===== config.mk =====
export PLATFORM = sky130hd
export DESIGN_NAME = reload_timer
export DESIGN_NICKNAME = d
export VERILOG_FILES = /design/src/inc/rtimer_pkg.sv /design/src/logic/reload_timer.sv
export SDC_FILE = /design/constraint.sdc
export NUM_CORES = 1
export LEC_CHECK = 0
export ABC_AREA = 1
export BUFFER_PORTS_ARGS = -buffer_cell sky130_fd_sc_hd__clkbuf_2
export CAP_MARGIN = 25
export CORE_UTILIZATION = 50
export DETAILED_ROUTE_END_ITERATION = 8
export PLACE_DENSITY = 0.77
export SLEW_MARGIN = 20
export SYNTH_ARGS = -nofsm -noshare
export SYNTH_HDL_FRONTEND = slang
export SYNTH_SLANG_ARGS = --single-unit

===== constraint.sdc =====
create_clock -name hclk -period 1.7 [get_ports hclk]
set_clock_uncertainty 0.05 [all_clocks]
set_input_delay 0.17 -clock hclk [delete_from_list [all_inputs] [get_ports hclk]]
set_output_delay 0.17 -clock hclk [all_outputs]
set_load 0.005 [all_outputs]

===== src/inc/rtimer_pkg.sv =====
// constants for the reload timer with prescaler
// assumes a 32-bit ahb-lite register bus, one aligned word per register
package rtimer_pkg;
   localparam int DW = 8;
   localparam logic [7:0] OFF_CTRL = 8'h00;
   localparam logic [7:0] OFF_OSCTRL = 8'h04;
   localparam logic [7:0] OFF_IOCTRL = 8'h08;
   localparam logic [7:0] OFF_MODE = 8'h0c;
   localparam logic [7:0] OFF_PRE = 8'h10;
   localparam logic [7:0] OFF_SEC = 8'h14;
   localparam logic [7:0] OFF_PRI = 8'h18;
   localparam logic [7:0] CNT_RST = 8'hff;
   // control register bits
   localparam int CTRL_START = 0;
   localparam int CTRL_STATUS = 1;
   localparam int CTRL_FSTOP = 2;
   // one-shot control bits
   localparam int OS_START = 0;
   localparam int OS_STOP = 1;
   localparam int OS_STATUS = 2;
   // io control bits
   localparam int IO_LEVEL = 0;
   localparam int IO_PORT_VAL = 1;
   localparam int IO_PORT_OE = 2;
   localparam int IO_TRIG_EN = 3;
   // mode register fields
   localparam int MODE_LO = 0;
   localparam int MODE_HI = 1;
   localparam int MODE_WRC = 3;
   localparam int SRC_LO = 4;
   localparam int SRC_HI = 5;
   localparam int SRC_CUT = 7;
   localparam logic [1:0] M_TIMER = 2'h0;
   localparam logic [1:0] M_WAVE = 2'h1;
   localparam logic [1:0] M_ONESHOT = 2'h2;
   localparam logic [1:0] M_WAIT = 2'h3;
   localparam logic [1:0] S_DIV1 = 2'h0;
   localparam logic [1:0] S_DIV8 = 2'h1;
   localparam logic [1:0] S_COMP = 2'h2;
   localparam logic [1:0] S_DIV2 = 2'h3;
   localparam logic [2:0] DIV8_LAST = 3'h7;
   localparam logic [1:0] HTRANS_NONSEQ = 2'h2;
endpackage


===== src/logic/reload_timer.sv =====
// reload timer: 8-bit down counter behind an 8-bit prescaler, ahb-lite regs
// assumes one bus master, companion underflow pulse on the same clock,
// external trigger pin asynchronous to hclk
// Operation
// - eight-bit timer fed by eight-bit prescaler
// - primary and secondary reloads used alternately
// - one-shot control only in one-shot modes
// - forced stop resets values, start, flags
// - forced stop loads ffh into secondary, primary
// - status means counting, or one-shot trigger accepted
// - primary reads current count in secondary period
// - timer counts peripheral clocks or companion underflow
// - timer underflow reloads primary, keeps counting
// - underflow rate is source over (n+1)(m+1)
// - writing start one begins counting
// - start zero or forced stop halts counting
// - interrupt request on timer underflow: all in timer mode, secondary in wave, primary in one-shot
// - timer mode ignores one-shot, secondary; pin is port
// - primary and prescaler reads return counters
// - writes while stopped load reload and counter
// - running writes obey write-control bit
// - written value reaches counter on next step
`timescale 1ns/1ns
module reload_timer (
   input wire logic hclk, // bus clock, 125 mhz
   input wire logic hresetn, // async reset, active low
   input wire logic hsel, // slave select
   input wire logic [31:0] haddr, // byte address
   input wire logic [1:0] htrans, // transfer type
   input wire logic hwrite, // write when high
   input wire logic [2:0] hsize, // word only
   input wire logic hready, // bus ready in
   input wire logic [31:0] hwdata, // write data
   output logic [31:0] hrdata, // read data
   output logic hreadyout, // slave ready
   output logic hresp, // always okay
   input wire logic ra_underflow, // companion timer underflow pulse
   input wire logic external_trigger_pin, // one-shot trigger, async
   output logic timer_output_pin_o, // output level
   output logic timer_output_pin_oe, // output enable
   output logic timer_irq // one-cycle interrupt request
);
   function automatic logic hit(input logic [7:0] a, input logic [7:0] off);
      hit = (a == off);
   endfunction

   logic start_r, status_r, os_active_r, sec_phase_r;
   logic [7:0] io_r, mode_r, pre_rl_r, sec_rl_r, pri_rl_r;
   logic [7:0] pre_cnt_r, tmr_cnt_r;
   logic pre_pend_r, tmr_pend_r;
   logic [2:0] div_r;
   logic [2:0] trig_sync_r;
   logic wr_pend_r;
   logic [7:0] wr_addr_r;
   logic irq_r, out_o_r, out_oe_r;
   logic [31:0] rdata_r;

   logic [1:0] op_mode;
   logic [1:0] src_sel;
   logic os_mode, wave_mode, timer_mode;
   logic addr_ok, wr_now;
   logic [7:0] wd;
   logic fstop, wr_ctrl, wr_os, wr_pre, wr_sec, wr_pri;
   logic src_tick, run, pre_uf, tmr_uf, trig, os_stop;

   assign op_mode = {mode_r[rtimer_pkg::MODE_HI],
                     mode_r[rtimer_pkg::MODE_LO]};
   assign src_sel = {mode_r[rtimer_pkg::SRC_HI], mode_r[rtimer_pkg::SRC_LO]};
   assign timer_mode = (op_mode == rtimer_pkg::M_TIMER);
   assign wave_mode = (op_mode == rtimer_pkg::M_WAVE);
   assign os_mode = (op_mode == rtimer_pkg::M_ONESHOT) ||
                    (op_mode == rtimer_pkg::M_WAIT);

   // bus decode: address phase captured, write done in data phase
   assign addr_ok = hsel && hready && (htrans == rtimer_pkg::HTRANS_NONSEQ);
   assign wr_now = wr_pend_r;
   assign wd = hwdata[7:0];
   assign wr_ctrl = wr_now && hit(wr_addr_r, rtimer_pkg::OFF_CTRL);
   assign wr_os = wr_now && hit(wr_addr_r, rtimer_pkg::OFF_OSCTRL) &&
                  os_mode;
   assign wr_pre = wr_now && hit(wr_addr_r, rtimer_pkg::OFF_PRE);
   assign wr_sec = wr_now && hit(wr_addr_r, rtimer_pkg::OFF_SEC);
   assign wr_pri = wr_now && hit(wr_addr_r, rtimer_pkg::OFF_PRI);
   assign fstop = wr_ctrl && wd[rtimer_pkg::CTRL_FSTOP];

   // count source selection
   always_comb begin
      unique case (src_sel)
         rtimer_pkg::S_DIV1: src_tick = 1'b1;
         rtimer_pkg::S_DIV8: src_tick = (div_r == rtimer_pkg::DIV8_LAST);
         rtimer_pkg::S_COMP: src_tick = ra_underflow;
         rtimer_pkg::S_DIV2: src_tick = div_r[0];
      endcase
      if (mode_r[rtimer_pkg::SRC_CUT]) begin
         src_tick = 1'b0;
      end
   end

   // counting runs with start set; one-shot modes also need a trigger
   assign run = start_r && (!os_mode || os_active_r);
   // prescaler underflows on the step after zero
   assign pre_uf = run && src_tick && !pre_pend_r && (pre_cnt_r == 8'h00);
   assign tmr_uf = pre_uf && !tmr_pend_r && (tmr_cnt_r == 8'h00);
   assign trig = os_mode && start_r && !os_active_r &&
      ((wr_os && wd[rtimer_pkg::OS_START]) ||
       (io_r[rtimer_pkg::IO_TRIG_EN] && trig_sync_r[1] && !trig_sync_r[2]));
   assign os_stop = wr_os && wd[rtimer_pkg::OS_STOP];

   always_ff @(posedge hclk or negedge hresetn) begin
      if (!hresetn) begin
         div_r <= 3'h0;
         trig_sync_r <= 3'h0;
      end else begin
         div_r <= div_r + 3'h1;
         trig_sync_r <= {trig_sync_r[1:0], external_trigger_pin};
      end
   end

   // bus slave: zero wait states, okay response
   always_ff @(posedge hclk or negedge hresetn) begin
      if (!hresetn) begin
         wr_pend_r <= 1'b0;
         wr_addr_r <= 8'h00;
         rdata_r <= 32'h0;
         hreadyout <= 1'b0;
         hresp <= 1'b0;
      end else begin
         hreadyout <= 1'b1;
         hresp <= 1'b0;
         wr_pend_r <= addr_ok && hwrite;
         if (addr_ok) begin
            wr_addr_r <= haddr[7:0];
         end
         if (addr_ok && !hwrite) begin
            unique case (haddr[7:0])
               rtimer_pkg::OFF_CTRL:
                  rdata_r <= {29'h0, 1'b0, status_r, start_r};
               rtimer_pkg::OFF_OSCTRL:
                  rdata_r <= {29'h0, os_active_r, 2'h0};
               rtimer_pkg::OFF_IOCTRL: rdata_r <= {24'h0, io_r};
               rtimer_pkg::OFF_MODE: rdata_r <= {24'h0, mode_r};
               rtimer_pkg::OFF_PRE: begin
                  rdata_r <= {24'h0, pre_cnt_r};
               end
               rtimer_pkg::OFF_SEC: rdata_r <= {24'h0, sec_rl_r};
               // current count in either phase
               rtimer_pkg::OFF_PRI: begin
                  rdata_r <= {24'h0, tmr_cnt_r};
               end
               default: rdata_r <= 32'h0;
            endcase
         end
      end
   end
   assign hrdata = rdata_r;

   // control state: start, status, one-shot, mode, io
   always_ff @(posedge hclk or negedge hresetn) begin
      if (!hresetn) begin
         start_r <= 1'b0;
         status_r <= 1'b0;
         os_active_r <= 1'b0;
         io_r <= 8'h00;
         mode_r <= 8'h00;
      end else begin
         if (fstop) begin
            start_r <= 1'b0;
         end else if (wr_ctrl) begin
            start_r <= wd[rtimer_pkg::CTRL_START];
         end
         if (fstop || !start_r || !os_mode) begin
            os_active_r <= 1'b0;
         end else if (trig) begin
            os_active_r <= 1'b1;
         end else if (os_stop || (tmr_uf && !sec_phase_r)) begin
            os_active_r <= 1'b0;
         end
         if (fstop) begin
            status_r <= 1'b0;
         end else begin
            status_r <= start_r && (!os_mode || os_active_r);
         end
         if (wr_now && hit(wr_addr_r, rtimer_pkg::OFF_IOCTRL)) begin
            io_r <= wd;
         end
         if (wr_now && hit(wr_addr_r, rtimer_pkg::OFF_MODE)) begin
            mode_r <= wd;
         end
      end
   end

   // reload registers and working counters
   always_ff @(posedge hclk or negedge hresetn) begin
      if (!hresetn) begin
         pre_rl_r <= rtimer_pkg::CNT_RST;
         pre_cnt_r <= rtimer_pkg::CNT_RST;
         sec_rl_r <= rtimer_pkg::CNT_RST;
         pri_rl_r <= rtimer_pkg::CNT_RST;
         tmr_cnt_r <= rtimer_pkg::CNT_RST;
         pre_pend_r <= 1'b0;
         tmr_pend_r <= 1'b0;
         sec_phase_r <= 1'b0;
      end else if (fstop) begin
         pre_rl_r <= rtimer_pkg::CNT_RST;
         pre_cnt_r <= rtimer_pkg::CNT_RST;
         sec_rl_r <= rtimer_pkg::CNT_RST;
         pri_rl_r <= rtimer_pkg::CNT_RST;
         tmr_cnt_r <= rtimer_pkg::CNT_RST;
         pre_pend_r <= 1'b0;
         tmr_pend_r <= 1'b0;
         sec_phase_r <= 1'b0;
      end else begin
         // prescaler stage
         if (run && src_tick) begin
            if (pre_pend_r) begin
               pre_cnt_r <= pre_rl_r;
               pre_pend_r <= 1'b0;
            end else if (pre_uf) begin
               pre_cnt_r <= pre_rl_r;
            end else begin
               pre_cnt_r <= pre_cnt_r - 8'h01;
            end
         end
         // timer stage, stepped by prescaler underflow
         if (trig && op_mode == rtimer_pkg::M_WAIT) begin
            sec_phase_r <= 1'b1;
            tmr_cnt_r <= sec_rl_r;
         end else if (!start_r || !os_active_r && os_mode) begin
            // stopped one-shot modes sit at the primary reload
            sec_phase_r <= 1'b0;
            if (os_mode && !wr_pri) begin
               tmr_cnt_r <= pri_rl_r;
            end
         end else if (pre_uf) begin
            if (tmr_pend_r) begin
               tmr_cnt_r <= pri_rl_r;
               tmr_pend_r <= 1'b0;
            end else if (tmr_uf) begin
               if (wave_mode && !sec_phase_r) begin
                  sec_phase_r <= 1'b1;
                  tmr_cnt_r <= sec_rl_r;
               end else begin
                  sec_phase_r <= 1'b0;
                  tmr_cnt_r <= pri_rl_r;
               end
            end else begin
               tmr_cnt_r <= tmr_cnt_r - 8'h01;
            end
         end
         // register writes
         if (wr_pre) begin
            pre_rl_r <= wd;
            if (!status_r) begin
               pre_cnt_r <= wd;
            end else if (!mode_r[rtimer_pkg::MODE_WRC]) begin
               pre_pend_r <= 1'b1;
            end
         end
         if (wr_sec) begin
            sec_rl_r <= wd;
         end
         if (wr_pri) begin
            pri_rl_r <= wd;
            if (!status_r) begin
               tmr_cnt_r <= wd;
            end else if (!mode_r[rtimer_pkg::MODE_WRC]) begin
               tmr_pend_r <= 1'b1;
            end
         end
      end
   end

   // interrupt and output pin
   always_ff @(posedge hclk or negedge hresetn) begin
      if (!hresetn) begin
         irq_r <= 1'b0;
         out_o_r <= 1'b0;
         out_oe_r <= 1'b0;
      end else begin
         if (timer_mode) begin
            irq_r <= tmr_uf;
            out_o_r <= io_r[rtimer_pkg::IO_PORT_VAL];
            out_oe_r <= io_r[rtimer_pkg::IO_PORT_OE];
         end else if (wave_mode) begin
            irq_r <= tmr_uf && sec_phase_r;
            out_o_r <= (run && sec_phase_r) ^ io_r[rtimer_pkg::IO_LEVEL];
            out_oe_r <= 1'b1;
         end else begin
            irq_r <= tmr_uf && !sec_phase_r;
            out_o_r <= (os_active_r && !sec_phase_r) ^
                       io_r[rtimer_pkg::IO_LEVEL];
            out_oe_r <= 1'b1;
         end
      end
   end
   assign timer_irq = irq_r;
   assign timer_output_pin_o = out_o_r;
   assign timer_output_pin_oe = out_oe_r;
endmodule


# == Word-level counts from Yosys, hierarchy flattened ==
# Index checks and enable logic that the tools add are counted.
# W data, S select, Z words.
# classes
eq_ne,21
magnitude_cmp,0
n_bitwise,2
div,0
addsub,3
n_mul,0
reduce_logical,64
muxes,55
n_shift,0
# ops
cell,n
$mux W8,22
$pmux W8 S7,1
$eq A8 B5 Y1 const B,6
$logic_and A1 B1 Y1,34
$eq A8 B4 Y1 const B,4
$logic_not A8 Y1,4
$mux W1,31
$eq A8 B3 Y1 const B,2
$sub A8 B1 Y8 const B,2
$eq A2 B2 Y1 const B,5
$logic_not A1 Y1,9
$reduce_bool A2 Y1,4
$reduce_bool A4 Y1,2
$logic_or A1 B1 Y1,7
$eq A2 B1 Y1 const B,2
$logic_not A2 Y1,2
$ne A4 B1 Y1 const B,1
$pmux W1 S4,1
$add A3 B1 Y3 const B,1
$eq A3 B3 Y1 const B,1
$reduce_and A3 Y1,1
$reduce_bool A3 Y1,1
$xor A1 B1 Y1,2
# word_totals
latchBits,0
memories,0
reg_bits,113
rom_bits,0
out_inout_bits,37
input_bits,76
ram_bits,0

# == Longest topological paths before layout ==
# depth
depth_word,18
mapped_depth,16

# == Least setup slack after synthesis ==
# No wires, ideal clock.
# synth_path
path_kind,register -> register
from,register tmr_cnt_r[0]
to,register tmr_cnt_r[0]
stages_incl_launch_ff,16
arrival_time_ns,1.729
synth_period_minus_slack_ns,1.854
setup_ns,0.075
setup_slack_ns,-0.154
required_time_ns,1.575
n_path_buf,0
path_cell_list,dfstp_2 -> inv_1 -> ha_1 -> inv_1 -> nor2_2 -> nand3_1 -> nor2_2 -> nand3_4 -> nand2_1 -> nand3_1 -> nand2_1 -> nand2_1 -> nand2_1 -> nand2_1 -> nand2_1 -> nand2_1
# synth_via
elab_chain_cells,10
elab_cells_between_ends,12
# synth_lines
element,line,source
from (decl),reload_timer.sv:49,"logic [7:0] pre_cnt_r, tmr_cnt_r;"
from (signal assigned),reload_timer.sv:199,tmr_cnt_r <= rtimer_pkg::CNT_RST;
from (signal assigned),reload_timer.sv:208,tmr_cnt_r <= rtimer_pkg::CNT_RST;
from (signal assigned),reload_timer.sv:227,tmr_cnt_r <= sec_rl_r;
branches (longest 5 deep; another with $sub A8 B1 Y8),n/a,
$mux W8 *,reload_timer.sv:228,end else if (!start_r || !os_active_r && os_mode) begin
$mux W8 *,reload_timer.sv:225,if (trig && op_mode == rtimer_pkg::M_WAIT) begin
$mux W8,reload_timer.sv:264,if (!status_r) begin
$mux W8 *,reload_timer.sv:262,if (wr_pri) begin
$mux W8 *,reload_timer.sv:203,end else if (fstop) begin
# Mark *: on every way between the ends.
# A chain may end at the register's enable or synchronous reset.

# == Worst setup path after layout ==
# layout_path
from,register wr_addr_r[0]
to,register tmr_cnt_r[1]
# layout_via
elab_chain_cells,11
elab_cells_between_ends,20
# layout_lines
element,line,source
from (decl),reload_timer.sv:54,logic [7:0] wr_addr_r;
from (signal assigned),reload_timer.sv:132,wr_addr_r <= haddr[7:0];
$eq A8 B3 Y1,reload_timer.sv:44,hit = (a == off);
$logic_and A1 B1 Y1 (2 in a row),reload_timer.sv:79,"assign wr_os = wr_now && hit(wr_addr_r, rtimer_pkg::OFF_OSCTRL) &&"
$logic_and A1 B1 Y1,reload_timer.sv:105,((wr_os && wd[rtimer_pkg::OS_START]) ||
$logic_or A1 B1 Y1,reload_timer.sv:105,
$logic_and A1 B1 Y1,reload_timer.sv:104,assign trig = os_mode && start_r && !os_active_r &&
$logic_and A1 B1 Y1,reload_timer.sv:225,
$mux W8,reload_timer.sv:225,
$mux W8,reload_timer.sv:264,
$mux W8,reload_timer.sv:262,
$mux W8 *,reload_timer.sv:203,
to (signal assigned),reload_timer.sv:208,
to (signal assigned),reload_timer.sv:227,
to (signal assigned),reload_timer.sv:265,tmr_cnt_r <= wd;
# Mark *: on every way between the ends. The rest lies on a longest branch, timed or not.

==> out/qor.csv <==
stage;metric;value;unit
logic_synthesis;synthesized area per cell;7.46;um^2
global_routing;number of global-route vias before repair;5580;
sta;RSZ-0062 raised after global routing;yes;
logic_synthesis;top cells by area, synth;dfrtp_1 (23%), dfstp_2 (20%), nand2_1 (13%);
sta;WHS;0.00719;ns
setup_path;critical-path cell list;inv_2, nand2_2, inv_2, nand4_1, nor2_4, inv_2, nor2_4, clkinv_4, nand2_1, inv_4, nor2_4, nand2_1, nand2_1;
finish;Nets;945;
floorplan;Die X;105;um
worst_hold_path;Endpoint, Worst Hold;wr_addr_r[6];
global_routing;GRT Overall Usage;32.3;%
clock_network;H-tree levels;3;
finish;Area growth, synth to finish;36.9;%
setup_path;slowest stage cell, crit path;dfrtp_1;
logic_synthesis;most numerous cell in the Yosys netlist;nand2_1;
power;clock share of power;22.5;%
clock_network;Clock transition at path regs;0.10;ns
sta;fin crit share;118;%
setup_path;Worst Setup SP;wr_addr_r[0];
floorplan;Initial Util;51.6;%
placed_design;I/O Buffers;36;
logic_synthesis;most area-hungry cell type in the Yosys netlist;dfrtp_1;
global_routing;largest net degree at the start of global routing;34;
worst_hold_path;Hold Path Depth;3;
setup_path;Startpoint Class;register;
logic_synthesis;Gate Count Post-Synth;714;
logic_synthesis;yosys warns;0;
sta;endpoints failing hold;0;
power;maximum vdd drop;837;uV
floorplan;Die Y;105;um
power;Pint;4.33;mW
setup_path;WP data arrival;2.29;ns
power;switching share of power;38.1;%
worst_hold_path;hold crit path type;in2reg;
sta;Fmax;499;MHz
status;failing checks;negative setup slack;
finish;fill cell count;780;
drt;antenna-violating nets left;0;
logic_synthesis;Synth Register Bits;89;
logic_synthesis;top_reg_cell synth;dfrtp_1;
placed_design;DP Worst Slack;-0.254;ns
global_routing;first-pass GRT wire length;27100;um
logic_synthesis;Unique masters post-synth;46;
global_routing;antenna violations before repair;0;
clock_network;CTS tree;yes;
logic_synthesis;Synth async-reset ratio;100;%
floorplan;I/O pin count;113;
logic_synthesis;Seq/Total Area, Yosys;42.8;%
floorplan;core area;10300;um^2
run;max_cap viols;0;
clock_network;root buf cell;clkbuf_8;
setup_path;CP max FO;7;
power;combinational share of power;37.0;%
power;Reg power frac;40.6;%
finish;layout cells sized above 1;39.1;%
setup_path;R2R Setup Slk;-0.31;ns
clock_network;maximum root-to-sink buffer count;2;
finish;Antenna Cells;0;
floorplan;die area;11100;um^2
drt;total number of vias;5632;
drt;DRC viols;0;
logic_synthesis;Post-synth EDFFs;0;
power;P_leak;3.56;nW
logic_synthesis;share of the synthesized area in the top cell type;23.0;%
setup_path;WP data required;1.98;ns
logic_synthesis;top cells by count, synth;nand2_1 (178), inv_1 (82), o21ai_0 (70);
drt;first-pass iteration count of the detailed router;5;
worst_hold_path;Hold Startpoint;haddr[6];
drt;number of DRC markers in iteration 0;671;
drt;drt total wl;17300;um
placed_design;placed cell areas;6270;um^2
clock_network;cts bufs inserted;9;
clock_network;worst-skew pair later-pin latency;0.39;ns
finish;Post-Layout Inst Area;7290;um^2
setup_path;worst setup path class;reg2reg;
sta;Setup violations, final;45;
placed_design;RePlAce Congestion;1.02;
clock_network;clk sink count;89;
setup_path;worst r2r src;wr_addr_r[0];
power;Power Density;960;nW/um^2
power;Psw;2.66;mW
drt;post-DR vias/cell;5.60;
drt;wire per inst;17.2;um
setup_path;type of destination of the critical path;register;
power;total chip power;6.99;mW
sta;Final min period;2.01;ns
floorplan;row cnt;37;
logic_synthesis;Synth Cell Area;5330;um^2
setup_path;cells on worst reg2reg path;13;
sta;Final Max Tran Viols;0;
placed_design;Detail Placement HPWL;11700;um
sta;worst setup margin;-0.305;ns
status;run status;finished, violations left;
setup_path;reg-to-reg endpoint;tmr_cnt_r[1];
setup_path;crit-path max cell delay;0.40;ns
global_routing;grt total ovfl;0;
==> worst max path at each step <==
stage	endpoint	slack (ns)	cells after the start
4_1_cts	pre_cnt_r[7]	-0.20	14
3_5_place_dp	tmr_cnt_r[1]	-0.25	13
6_report	tmr_cnt_r[1]	-0.31	13
5_1_grt	tmr_cnt_r[7]	-0.38	13
2_1_floorplan	pre_cnt_r[5]	-0.05	14
3_3_place_gp	tmr_cnt_r[1]	-0.20	11
==> critical path: cells and delay by family, from the launching register on <==
| family | cells | cell delay (ns) |
|---|---|---|
| DFF | 1 | 0.40 |
| and+or+nand+nor | 8 | 1.03 |
| buffers and inverters | 5 | 0.45 |
==> layout make-up <==
type	count	area, um^2	area share (%)
repair buffers	157	1330	18.2
clock inverters	6	73.8	1.01
clock buffers	10	138	1.89
well taps	136	170	2.33
multi-input cells	507	2890	39.7
flip-flops and latches	89	2280	31.2
inverters	100	398	5.46
repair inverters	1	16.3	0.223
==> cells by family after synthesis <==
group	synth area share, %
compound gates	16.6
simple gates	26.1
other cells	0.141
flops	42.8
buf+inv	12.5
fa+ha+maj	0.940
xor+xnor	0.987
==> power by group through the flow <==
stage	logic (mW)	clock network, mW	registers [mW]
finish	2.59	1.57	2.84
global placement	2.11	0	2.81
CTS	2.40	1.59	2.81
global route	2.83	1.68	2.87
detailed placement	2.19	0	2.82
floorplan	1.41	0	2.76
==> cell usage in the layout, fill, tap and decap left out, types with 4 or more instances in the layout <==
cell,synthesis,final
nand2_1,178,156
buf_4,25,89
inv_1,82,69
o21ai_0,70,52
dfrtp_1,49,49
nor2_1,58,44
dfstp_2,40,40
clkbuf_2,0,35
nand3_1,35,30
conb_1,2,26
inv_2,16,24
a21oi_1,36,22
o22ai_1,18,18
a21oi_2,3,17
o21ai_1,11,15
o21ai_2,1,15
nand2_4,3,14
nor2_2,7,13
nor2_4,4,12
nand2_2,3,11
buf_6,4,11
clkbuf_8,0,10
dlygate4sd3_1,0,10
o211ai_1,9,9
buf_12,0,9
nand3_2,2,6
nand4_1,6,6
xor2_1,6,6
inv_4,1,5
nor3_1,6,5
a211oi_1,5,4
==> state kept, by name, indices dropped and copies added (netlist names), 3 cells and up <==
signal and count:
pre_rl_r 8, mode_r 8, hrdata 8, sec_rl_r 8, pri_rl_r 8, pre_cnt_r 8
tmr_cnt_r 8, div_r 3, wr_addr_r 8, trig_sync_r 3, io_r 8
==> layer usage <==
| metal | wire, um | GRT usage, % | up-vias |
|---|---|---|---|
| li1 | - | - | 2564 |
| met1 | 6400 | 39.1 | 2666 |
| met2 | 8430 | 53.1 | 313 |
| met3 | 1490 | 6.56 | 89 |
| met4 | 956 | 19.2 | 0 |
| met5 | 0 | 0 | - |
==> through the flow <==
stage / cells / utilization, % / setup TNS, ns
final: 1006 / 70.6 / -8.54
after global routing: 1006 / 70.6 / -12.54
after CTS: 998 / 67.9 / -5.26
after detailed placement: 951 / 60.8 / -4.47
after global placement: 951 / 60.8 / -2.36
after floorplan: 738 / - / -0.368
==> what timing repair did <==
action / 4_1_cts / 5_1_grt
hold endpoints to repair: 25 / 0
hold buffers: 10 / 0
buffers inserted: 19 / 7
gates resized for setup: 84 / 56
setup endpoints to repair: 41 / 47
pin swaps: 17 / 12
gates cloned: 3 / 2
(Power assumes the default switching activity.)
